**config.mk**
```make
export PLATFORM = sky130hd
export DESIGN_NAME = skpc_unit
export DESIGN_NICKNAME = d
export VERILOG_FILES = /design/src/skpc_pkg.sv /design/src/skpc_incr.sv /design/src/skpc_unit.sv
export SDC_FILE = /design/constraint.sdc
export NUM_CORES = 1
export LEC_CHECK = 0
export BUFFER_PORTS_ARGS = -buffer_cell sky130_fd_sc_hd__buf_4
export CAP_MARGIN = 20
export CORE_UTILIZATION = 49
export CTS_CLUSTER_SIZE = 10
export DETAILED_ROUTE_END_ITERATION = 8
export MAX_ROUTING_LAYER = met4
export PLACE_DENSITY = 0.78
export SYNTH_ARGS = -nofsm -noshare
export SYNTH_HDL_FRONTEND = slang
export SYNTH_SLANG_ARGS = --single-unit
```
**constraint.sdc**
```tcl
create_clock -name clock_i -period 1.8 [get_ports clock_i]
set_input_delay 0.09 -clock clock_i [delete_from_list [all_inputs] [get_ports clock_i]]
set_output_delay 0.09 -clock clock_i [all_outputs]
set_load 0.1 [all_outputs]
```
**src/skpc_pkg.sv**
```systemverilog
// Package of constants and types for the conditional-skip execution unit
// Function
// [RQ1] Increment-memory-skip adds one to the addressed byte and writes it back there.
// [RQ2] A met skip inserts a dummy cycle; the skipping execution takes three cycles.
// [RQ3] Accumulator variant loads byte plus one into accumulator, memory unchanged, skips on zero.
// [RQ4] Bit-test skips the following instruction when the selected memory bit is set.
// [RQ5] Bit-test does not skip when the selected bit is zero.
// [RQ6] Both increment instructions do not skip when the incremented result is nonzero.
// [RQ7] Increment wraps all ones to zero, skipping; no status flag is altered.
package skpc_pkg;
  localparam int unsigned DATA_W      = 8;
  localparam int unsigned ADDR_W      = 9;
  localparam int unsigned BITSEL_W    = 3;
  localparam logic [7:0]  ACC_RESET   = 8'h00;
  localparam logic [1:0]  CYC_NORMAL  = 2'h2;
  localparam logic [1:0]  CYC_SKIP    = 2'h3;

  typedef enum logic [1:0] {
    SKPC_OP_NONE     = 2'b00,
    SKPC_OP_INC_MEM  = 2'b01,
    SKPC_OP_INC_ACC  = 2'b10,
    SKPC_OP_BIT_TEST = 2'b11
  } skpc_op_t;

  typedef enum logic [1:0] {
    SKPC_IDLE  = 2'b00,
    SKPC_READ  = 2'b01,
    SKPC_EXEC  = 2'b10,
    SKPC_DUMMY = 2'b11
  } skpc_state_t;
endpackage : skpc_pkg

```
**src/skpc_incr.sv**
```systemverilog
`timescale 1ns/100ps
// Wrapping incrementer with zero detect
module skpc_incr #(
  parameter int unsigned W = 8
) (
  input  wire logic [W-1:0] value_i,
  output logic      [W-1:0] sum_o,
  output logic              zero_o
);
  // Carry out is dropped on purpose so all ones wraps to zero
  assign sum_o  = value_i + {{(W-1){1'b0}}, 1'b1}; // see [RQ7]
  assign zero_o = (sum_o == '0);
endmodule // skpc_incr

```
**src/skpc_unit.sv**
```systemverilog
`timescale 1ns/100ps
// Execution unit for increment-skip and bit-test-skip instructions
module skpc_unit
  import skpc_pkg::*;
#(
  parameter int unsigned AW = ADDR_W
) (
  // Clock and reset
  input  wire logic            clock_i,
  input  wire logic            rst_i,
  // Instruction issue
  input  wire logic            start_i,
  input  wire logic [1:0]      op_i,
  input  wire logic [AW-1:0]   addr_i,
  input  wire logic [2:0]      bit_sel_i,
  // Data memory
  input  wire logic [7:0]      mem_rdata_i,
  output logic                 mem_rd_o,
  output logic                 mem_wr_o,
  output logic      [AW-1:0]   mem_addr_o,
  output logic      [7:0]      mem_wdata_o,
  // Core side results
  output logic      [7:0]      accumulator_o,
  output logic                 busy_o,
  output logic                 skip_o,
  output logic                 dummy_o,
  output logic                 done_o
);
  skpc_state_t     state;
  skpc_state_t     next_state;
  skpc_op_t        op;
  skpc_op_t        next_op;
  logic [2:0]      bit_sel;
  logic [2:0]      next_bit_sel;
  logic            mem_rd;
  logic            next_mem_rd;
  logic            mem_wr;
  logic            next_mem_wr;
  logic [AW-1:0]   mem_addr;
  logic [AW-1:0]   next_mem_addr;
  logic [7:0]      mem_wdata;
  logic [7:0]      next_mem_wdata;
  logic [7:0]      accumulator;
  logic [7:0]      next_accumulator;
  logic            skip;
  logic            next_skip;
  logic            dummy;
  logic            next_dummy;
  logic            done;
  logic            next_done;
  logic [7:0]      sum;
  logic            sum_zero;
  logic            cond;

  skpc_incr #(
    .W (DATA_W)
  ) u_incr (
    .value_i (mem_rdata_i),
    .sum_o   (sum),
    .zero_o  (sum_zero)
  );

  // Skip condition per instruction
  always_comb begin
    unique case (op)
      SKPC_OP_INC_MEM:  cond = sum_zero;                // see [RQ6]
      SKPC_OP_INC_ACC:  cond = sum_zero;                // see [RQ3] see [RQ6]
      SKPC_OP_BIT_TEST: cond = mem_rdata_i[bit_sel];    // see [RQ4] see [RQ5]
      SKPC_OP_NONE:     cond = 1'b0;
    endcase
  end

  // Issue and phase decodes shared by all state groups
  logic            take;
  logic            exec;
  logic            busy;
  logic            next_busy;

  // A request is taken only while idle; an all-zero opcode is dropped silently
  assign take = (state == SKPC_IDLE) && start_i && (skpc_op_t'(op_i) != SKPC_OP_NONE);
  assign exec = (state == SKPC_EXEC);

  // Sequencing group: phase, latched opcode, latched bit index and busy
  always_comb begin
    next_state   = state;
    next_op      = op;
    next_bit_sel = bit_sel;
    unique case (state)
      SKPC_IDLE: begin
        if (take) begin
          next_op      = skpc_op_t'(op_i);
          next_bit_sel = bit_sel_i;
          next_state   = SKPC_READ;
        end
      end
      SKPC_READ: begin
        // Read data is valid one cycle after the strobe
        next_state = SKPC_EXEC;
      end
      SKPC_EXEC: begin
        if (cond) begin
          next_state = SKPC_DUMMY;                      // see [RQ2]
        end else begin
          next_state = SKPC_IDLE;                       // see [RQ5] see [RQ6]
        end
      end
      SKPC_DUMMY: begin
        // Dummy slot replaces the skipped instruction: third cycle
        next_state = SKPC_IDLE;                         // see [RQ2]
      end
    endcase
    // Busy looks one state ahead so that it is a flop yet tracks the phase exactly
    next_busy = (next_state != SKPC_IDLE);
  end

  always_ff @(posedge clock_i or posedge rst_i) begin
    if (rst_i) begin
      state   <= SKPC_IDLE;
      op      <= SKPC_OP_NONE;
      bit_sel <= 3'h0;
      busy    <= 1'b0;
    end else begin
      state   <= next_state;
      op      <= next_op;
      bit_sel <= next_bit_sel;
      busy    <= next_busy;
    end
  end

  // Address group: held from issue so a write lands where the read came from
  always_comb begin
    next_mem_addr = mem_addr;
    if (take) begin
      next_mem_addr = addr_i;
    end
  end

  always_ff @(posedge clock_i or posedge rst_i) begin
    if (rst_i) begin
      mem_addr <= '0;
    end else begin
      mem_addr <= next_mem_addr;
    end
  end

  // Memory strobe group: only the in-place increment writes the byte back
  always_comb begin
    next_mem_rd    = take;
    next_mem_wr    = 1'b0;
    next_mem_wdata = mem_wdata;
    if (exec && (op == SKPC_OP_INC_MEM)) begin
      next_mem_wr    = 1'b1;                            // see [RQ1]
      next_mem_wdata = sum;                             // see [RQ1]
    end
    // Accumulator variant and bit test never raise the write strobe, see [RQ3]
  end

  always_ff @(posedge clock_i or posedge rst_i) begin
    if (rst_i) begin
      mem_rd    <= 1'b0;
      mem_wr    <= 1'b0;
      mem_wdata <= 8'h00;
    end else begin
      mem_rd    <= next_mem_rd;
      mem_wr    <= next_mem_wr;
      mem_wdata <= next_mem_wdata;
    end
  end

  // Accumulator group
  always_comb begin
    next_accumulator = accumulator;
    if (exec && (op == SKPC_OP_INC_ACC)) begin
      next_accumulator = sum;                           // see [RQ3]
    end
  end

  always_ff @(posedge clock_i or posedge rst_i) begin
    if (rst_i) begin
      accumulator <= ACC_RESET;
    end else begin
      accumulator <= next_accumulator;
    end
  end

  // Result strobe group: skip, dummy and done each stand for one cycle
  always_comb begin
    next_skip  = 1'b0;
    next_dummy = 1'b0;
    next_done  = 1'b0;
    if (exec) begin
      // No flag outputs exist, so status flags stay untouched
      if (cond) begin
        next_skip  = 1'b1;
        next_dummy = 1'b1;                              // see [RQ2]
      end else begin
        next_done  = 1'b1;
      end
    end
    if (state == SKPC_DUMMY) begin
      next_done = 1'b1;                                 // see [RQ2]
    end
  end

  always_ff @(posedge clock_i or posedge rst_i) begin
    if (rst_i) begin
      skip  <= 1'b0;
      dummy <= 1'b0;
      done  <= 1'b0;
    end else begin
      skip  <= next_skip;
      dummy <= next_dummy;
      done  <= next_done;
    end
  end

  assign mem_rd_o      = mem_rd;
  assign mem_wr_o      = mem_wr;
  assign mem_addr_o    = mem_addr;
  assign mem_wdata_o   = mem_wdata;
  assign accumulator_o = accumulator;
  assign busy_o        = busy;
  assign skip_o        = skip;
  assign dummy_o       = dummy;
  assign done_o        = done;
endmodule // skpc_unit

```
==> results_dict.tcl, run 1 <==
set metrics [dict create \
    grt_usage_pct 25.0 \
    status "finished, final reports clean" \
    final_common_cell "buf_4" \
    rsz0062_at_grt "no" \
    synth.area.top_cells "dfrtp_1 55%, mux2_2 10%, o21ai_0 5.4%" \
    grt_pass1_vias 1321 \
    ys_warn_count 0 \
    nets 251 \
    drv_slew 0 \
    min_path_type "in -> reg" \
    wl_per_cell_um 14.6 \
    rows 20 \
    insertion_delay_ps 350 \
    htreeDepth 2 \
    grt_max_degree 38 \
    initial_core_util_pct 53.2 \
    syn_nets 173 \
    fin_crit_sh_pct 90.7 \
    worstSetupPathType "reg -> reg" \
    drt_iter0_drc 32 \
    ys.flop_type "dfrtp_1" \
    worst_pin_slew_ps 457 \
    finalWeightedCongestion 0.833 \
    postCtsSetupRepairBufs 0 \
    grt_pass1_wl_um 6100 \
    syn_area_per_cell_um2 11.7 \
    arrival_ps 1860 \
    root_buffer "clkbuf_4" \
    ant_nets 0 \
    antenna_found_initial 0 \
    seq_area_frac_synth_pct 55.2 \
    drive_above_1_share_pct 39.6 \
    clock-sinks 37 \
    synth_top_area_share_pct 55.2 \
    clkTransAtPathRegs_ps 110 \
    period_minus_slack_ps 1630 \
    fp.dieH_um 60.5 \
    die-area_um2 3660 \
    via_per_inst 5.06 \
    cts_inserted_buffers 5 \
    finalSetupViolations 0 \
    clock_path_buffers 2 \
    synth_cell_type_count 32 \
    io_pins 56 \
    drv_cap 0 \
    first_pass_iters 4 \
    fmaxAchievable_mhz 612 \
    cts_resized 0 \
    drc 0 \
    dp_hpwl_um 2590 \
    critPathCaptureType "flip-flop" \
    routed_wl_um 3880 \
    n_antenna_cell 0 \
    core_um2 3150 \
    io_buffers 55 \
    grt_overflow 0 \
    fin_worst_skew_ps 9.87 \
    final_area_um2 2370 \
    hold_viol 0 \
    num_vias 1347 \
    die_w_um 60.5 \
    startpoint_type "flip-flop" \
    synth_seq_cells 37 \
    syn_area_um2 1680 \
    cp_max_fo 5 \
    cts_tree "yes" \
    synth_edf_count 0 \
    synth.largest_area_cell "dfrtp_1" \
    slew_headroom_pct 69.5 \
    fin_tns_setup_ps 0 \
    synthCells 143 \
    final_cell_mix "60 x buf_4, 37 x dfrtp_1, 23 x nand2_1" \
    syn2layout_area_growth_pct 41.6 \
    place_area_um2 2140 \
    async_flop_share_pct 100 \
    worstPathRequired_ps 2030 \
]
## cell type report
| cell class | count | area (µm²) |
|---|---|---|
| clock buffers | 7 | 65.1 |
| clock inverters | 1 | 5.00 |
| fillers | 231 | 778 |
| inverters | 4 | 15.0 |
| multi-input cells | 97 | 698 |
| flip-flops and latches | 37 | 926 |
| well taps | 44 | 55.1 |
| repair buffers | 76 | 611 |
## stage by stage
stage / hold WS [ps] / util (%) / worst slack, ps / cells
global placement: 217 / 68.0 / 236 / 242
global route: 102 / 75.3 / 57.3 / 266
detailed placement: 234 / 68.0 / 174 / 242
CTS: 99.5 / 75.3 / 186 / 266
floorplan: 202 / - / 205 / 143
finish: 113 / 75.3 / 167 / 266
## synth_stat cells, types with 2 or more instances
cell and instances:
ha_1 5, inv_1 4, clkbuf_1 2, o21ai_0 18
nand2_1 23, buf_6 2, nor2b_1 2, dfrtp_1 37
xnor2_1 5, xor2_1 2, nand2b_1 2, nor3_1 2
mux2_2 15, nor2_1 4, nand3_1 3
## worst paths after layout
path	startpoint	end	slack [ps]	depth (start not counted)
hold / removal	mem_rdata_i[5]	mem_wdata_o[5]	110	3
hold reg to reg	mem_wdata_o[6]	mem_wdata_o[6]	490	2
max in group asynchronous	rst_i	mem_wdata_o[6]	1080	4
setup reg to reg	bit_sel[2]	state[1]	170	5
min in group asynchronous	rst_i	mem_rd_o	390	4
setup / recovery	bit_sel[2]	state[1]	170	5
## worst max-delay path, stage by stage, from the launching register on
cell and delay (ps):
dfrtp_1 420, mux4_2 540, nor2_2 120, nor4_2 70, a31oi_2 250, o21ai_0 120
## registers in the layout, indices dropped and copies added (netlist names), 2 cells and up
register,flops
bit_sel,3
mem_wdata_o,8
op,2
state,2
mem_addr_o,9
accumulator_o,8
## cells by family after synthesis
family / share of synthesized area (%)
and+or+nand+nor: 13.9
DFF: 55.2
AOI/OAI and AO/OA: 8.36
muxes: 12.0
buffers and inverters: 3.13
xor gates and xnor gates: 3.66
adders and majority gates: 3.73
## repair_timing
item / in CTS / in global routing
hold buffers: 16 / 0
setup endpoints to repair: 0 / 0
hold endpoints to repair: 53 / 0
## per-layer routing
layer	GRT usage [%]	part of all wire (%)	vias to the layer above
met5	-	0	-
met4	11.7	2.0	0
met3	8.32	5.1	10
met2	39.2	51	39
met1	29.0	42	646
li1	-	-	652
Power of run 1 is not shown: default switching activity piles up to over one toggle a cycle in this logic, so the estimate is an artifact.
==> inputs of run 2 (changes only) <==
==> constraint.sdc (replaced) <==
create_clock -name clock_i -period 1.65 [get_ports clock_i]
set_input_delay 0.0825 -clock clock_i [delete_from_list [all_inputs] [get_ports clock_i]]
set_output_delay 0.0825 -clock clock_i [all_outputs]
set_load 0.1 [all_outputs]
==> results_dict.tcl, run 2 (synthesized netlist as in run 1, its figures left out) <==
set metrics [dict create \
    worst_pin_slew_ps 452 \
    cp-endpoint "done_o" \
    final_common_cell "buf_4" \
    reg2reg_to "done_o" \
    fmaxAchievable_mhz 625 \
    status "finished, final reports clean" \
    dp_hpwl_um 2500 \
    reg2reg_slack_ps 50 \
    multi_input_area_um2 698 \
    grt_pass1_vias 1312 \
    syn2layout_area_growth_pct 40.8 \
    io_pins 56 \
    worstPathRequired_ps 1910 \
    fin_worst_skew_ps 11.9 \
    ant_nets 0 \
    fin_crit_sh_pct 97.0 \
    initial_core_util_pct 53.2 \
    core_um2 3150 \
    setup.worst_path.start "bit_sel[2]" \
    wl_per_cell_um 13.3 \
    root_buffer "clkbuf_4" \
    die-area_um2 3660 \
    regArea_um2 926 \
    clock_path_buffers 2 \
    arrival_ps 1860 \
    r2r-start "bit_sel[2]" \
    drv_slew 0 \
    nets 252 \
    clock-sinks 37 \
    clkTransAtPathRegs_ps 110 \
    finalWeightedCongestion 0.873 \
    rsz0062_at_grt "yes" \
    largest_reg_flops 9 \
    drc 0 \
    startpoint_type "flip-flop" \
    antenna_found_initial 0 \
    cts_tree "yes" \
    worstSetupPathType "reg -> reg" \
    hold_viol 0 \
    period_minus_slack_ps 1600 \
    rows 20 \
    finalSetupViolations 0 \
    drv_cap 0 \
    critPathCaptureType "flip-flop" \
    cts_inserted_buffers 5 \
    dpl.cell_count 242 \
    routed_wl_um 3560 \
    io_buffers 55 \
    n_fill_cell 231 \
    die_w_um 60.5 \
    grt_overflow 0 \
    cts_resized 0 \
    drive_above_1_share_pct 39.9 \
    min_path_type "in -> reg" \
    final_cell_count_no_fill 267 \
    grt_usage_pct 22.2 \
    fp.dieH_um 60.5 \
    slew_headroom_pct 69.9 \
    n_antenna_cell 0 \
    drt_iter0_drc 37 \
    cp_max_fo 5 \
    insertion_delay_ps 330 \
    htreeDepth 2 \
    grt_pass1_wl_um 5720 \
    num_vias 1331 \
    grt_max_degree 38 \
    via_per_inst 4.99 \
    final_cell_mix "62 x buf_4, 37 x dfrtp_1, 23 x nand2_1" \
    first_pass_iters 4 \
    rr_worst_depth 5 \
]
run 2: cell types whose count changed in the layout (fill, tap and decap cells not counted):
cell / change
clkbuf_8: -2
clkinv_2: +1
clkbuf_1: +1
dlygate4sd3_1: -1
buf_4: +2
run 2: timing repair:
action                                 4_1_cts  5_1_grt
endpoints found under the hold margin       52        0
buffers inserted                             0        2
hold buffers                                15        0
setup endpoints to repair                    0        5
run 2: per-layer routing:
metal | up-vias | global-route usage [%] | wire length [µm]
met5 | - | - | 0
met4 | 0 | 7.79 | 27
met3 | 4 | 4.48 | 129
met2 | 30 | 37.2 | 1850
met1 | 647 | 26.5 | 1560
li1 | 650 | - | -
run 2: final cells by class:
class | instances | area share (%)
Multi-Input combinational cell | 97 | 29.6
Inverter | 4 | 0.636
Clock buffer | 6 | 1.75
Tap cell | 44 | 2.33
Sequential cell | 37 | 39.2
Timing Repair Buffer | 77 | 26.1
Clock inverter | 2 | 0.424
run 2: how the worst min path moves through the flow:
stage                                  end  cells after the start           start  slack (ps)
after floorplan             mem_wdata_o[0]                      1  mem_rdata_i[0]         190
after global placement             dummy_o                      3           rst_i         210
after detailed placement  accumulator_o[7]                      3           rst_i         220
after CTS                            op[1]                      3         op_i[1]          10
after global routing                 op[1]                      3         op_i[1]          30
final                                op[1]                      3         op_i[1]          20
run 2: worst max-delay path, cell delays in order, from the launching register on:
cell,delay [ps]
dfrtp_1,420
mux4_2,530
nor2_2,100
nor4_2,60
a31oi_2,250
o21a_1,170
run 2: per-stage QoR:
stage	setup TNS (ps)	hold slack (ps)	utilization, %	worst slack [ps]	cell area (µm²)
2_1_floorplan	0	194	-	55.3	1680
3_3_place_gp	0	209	68.0	89.1	2140
3_5_place_dp	0	219	68.0	33.0	2140
4_1_cts	0	12.0	74.4	60.3	2350
5_1_grt	-80.2	30.4	74.9	-28.2	2360
6_report	0	24.2	74.9	50.3	2360
Power of run 2 is left out for the same reason.
==> inputs of run 3 (changes only) <==
--- a/config.mk
+++ b/config.mk
@@ -7,6 +7,7 @@
 export LEC_CHECK = 0
 export BUFFER_PORTS_ARGS = -buffer_cell sky130_fd_sc_hd__buf_4
 export CAP_MARGIN = 20
+export CORE_ASPECT_RATIO = 0.7
 export CORE_UTILIZATION = 49
 export CTS_CLUSTER_SIZE = 10
 export DETAILED_ROUTE_END_ITERATION = 8
==> results_dict.tcl, run 3 (synthesized netlist as in run 1, its figures left out) <==
set metrics [dict create \
    grt_max_degree 38 \
    critPathBufInv 0 \
    fin_ws_ps 37.7 \
    critPathCaptureType "flip-flop" \
    worstHoldStart "addr_i[5]" \
    n_antenna_cell 0 \
    first_pass_iters 4 \
    syn2layout_area_growth_pct 35.4 \
    io_buffers 55 \
    grt_pass1_vias 1224 \
    cts_inserted_buffers 5 \
    status "finished, final reports clean" \
    wl_per_cell_um 15.1 \
    drt_iter0_drc 86 \
    via_per_inst 5.19 \
    root_buffer "clkbuf_8" \
    final_cell_mix "62 x buf_4, 37 x dfrtp_1, 23 x nand2_1" \
    slowest_stage "dfrtp_1" \
    finalSetupViolations 0 \
    crit_path_max_incr_delay_ps 370 \
    final_area_um2 2270 \
    nets 238 \
    htreeDepth 2 \
    clock_path_buffers 2 \
    ant_nets 0 \
    drc 0 \
    io_pins 56 \
    regArea_um2 926 \
    fin_worst_skew_ps 3.90 \
    r2r-start "bit_sel[1]" \
    slew_headroom_pct 64.7 \
    startpoint_type "flip-flop" \
    worstSetupPathType "reg -> reg" \
    setup.worst_path.start "bit_sel[1]" \
    worstPathCellList "mux2_2, nor3b_1, nor4_4, a31oi_4, o21bai_1" \
    rsz0062_at_grt "yes" \
    min_to "mem_addr_o[5]" \
    drv_cap 0 \
    grt_usage_pct 22.4 \
    dp_slack_ps 20.4 \
    reg2reg_slack_ps 40 \
    antenna_found_initial 0 \
    grt_pass1_wl_um 5830 \
    fin_tns_setup_ps 0 \
    multi_input_area_um2 721 \
    reg2reg_to "state[0]" \
    period_minus_slack_ps 1610 \
    rr_worst_depth 5 \
    n_fill_cell 223 \
    worst_pin_slew_ps 526 \
    finalWeightedCongestion 0.853 \
    min_path_type "in -> reg" \
    clkTransAtPathRegs_ps 70 \
    grt_overflow 0 \
    final_common_cell "buf_4" \
    fp.dieH_um 50.9 \
    drive_above_1_share_pct 42.5 \
    die_w_um 71.9 \
    fmaxAchievable_mhz 620 \
    arrival_ps 1780 \
    fin_util_pct 70.7 \
    crit_family "simple AND/OR/NAND/NOR gates" \
    hold_viol 0 \
    fin_crit_sh_pct 97.7 \
    place_area_um2 2150 \
    num_vias 1318 \
    dp_hpwl_um 2770 \
    holdPathStages 2 \
    largest_reg_flops 9 \
    clock-sinks 37 \
    cp_max_fo 5 \
    routed_wl_um 3840 \
    insertion_delay_ps 280 \
    initial_core_util_pct 52.2 \
    rows 17 \
    core_um2 3210 \
    cts_tree "yes" \
    drv_slew 0 \
    worstPathRequired_ps 1820 \
    die-area_um2 3660 \
]
## run 3: cell count changes in the layout (fill, tap and decap cells not counted), moves of 2 or more
cell / change
o21ai_1: +2
clkbuf_4: -5
dlygate4sd3_1: -14
clkbuf_8: +5
o21ai_0: -2
## run 3: worst max path at each step
stage                     cells past startpoint  slack, ps            end
after floorplan                               3         60  mem_addr_o[0]
after global placement                        7         80         done_o
after detailed placement                      7         20         busy_o
after CTS                                     5         20         busy_o
after global routing                          5        -30       state[0]
final                                         5         40       state[0]
## run 3: repair_timing
item	4_1_cts	5_1_grt
pin swaps	0	5
setup endpoints to repair	1	5
resized for setup	0	5
gates cloned	0	0
hold buffers	1	0
endpoints found under the hold margin	37	0
buffers inserted	1	1
## run 3: layout make-up
cell class,instances,share of cell area (%)
Sequential cell,37,40.8
Multi-Input combinational cell,97,31.8
Timing Repair Buffer,63,20.9
Clock buffer,5,3.03
Tap cell,47,2.59
Inverter,4,0.662
Clock inverter,1,0.221
## run 3: per-stage QoR
step,hold slack (ps),instances
3_5_place_dp,224,245
2_1_floorplan,194,143
4_1_cts,30.3,253
3_3_place_gp,211,245
6_report,29.1,254
5_1_grt,21.9,254
## run 3: routing by layer
layer,track usage (%),up-vias,wire length (µm)
li1,-,616,-
met1,30.0,649,1740
met2,33.8,46,1850
met3,5.92,7,184
met4,6.54,0,63
met5,-,-,0
Power of run 3 is left out for the same reason.
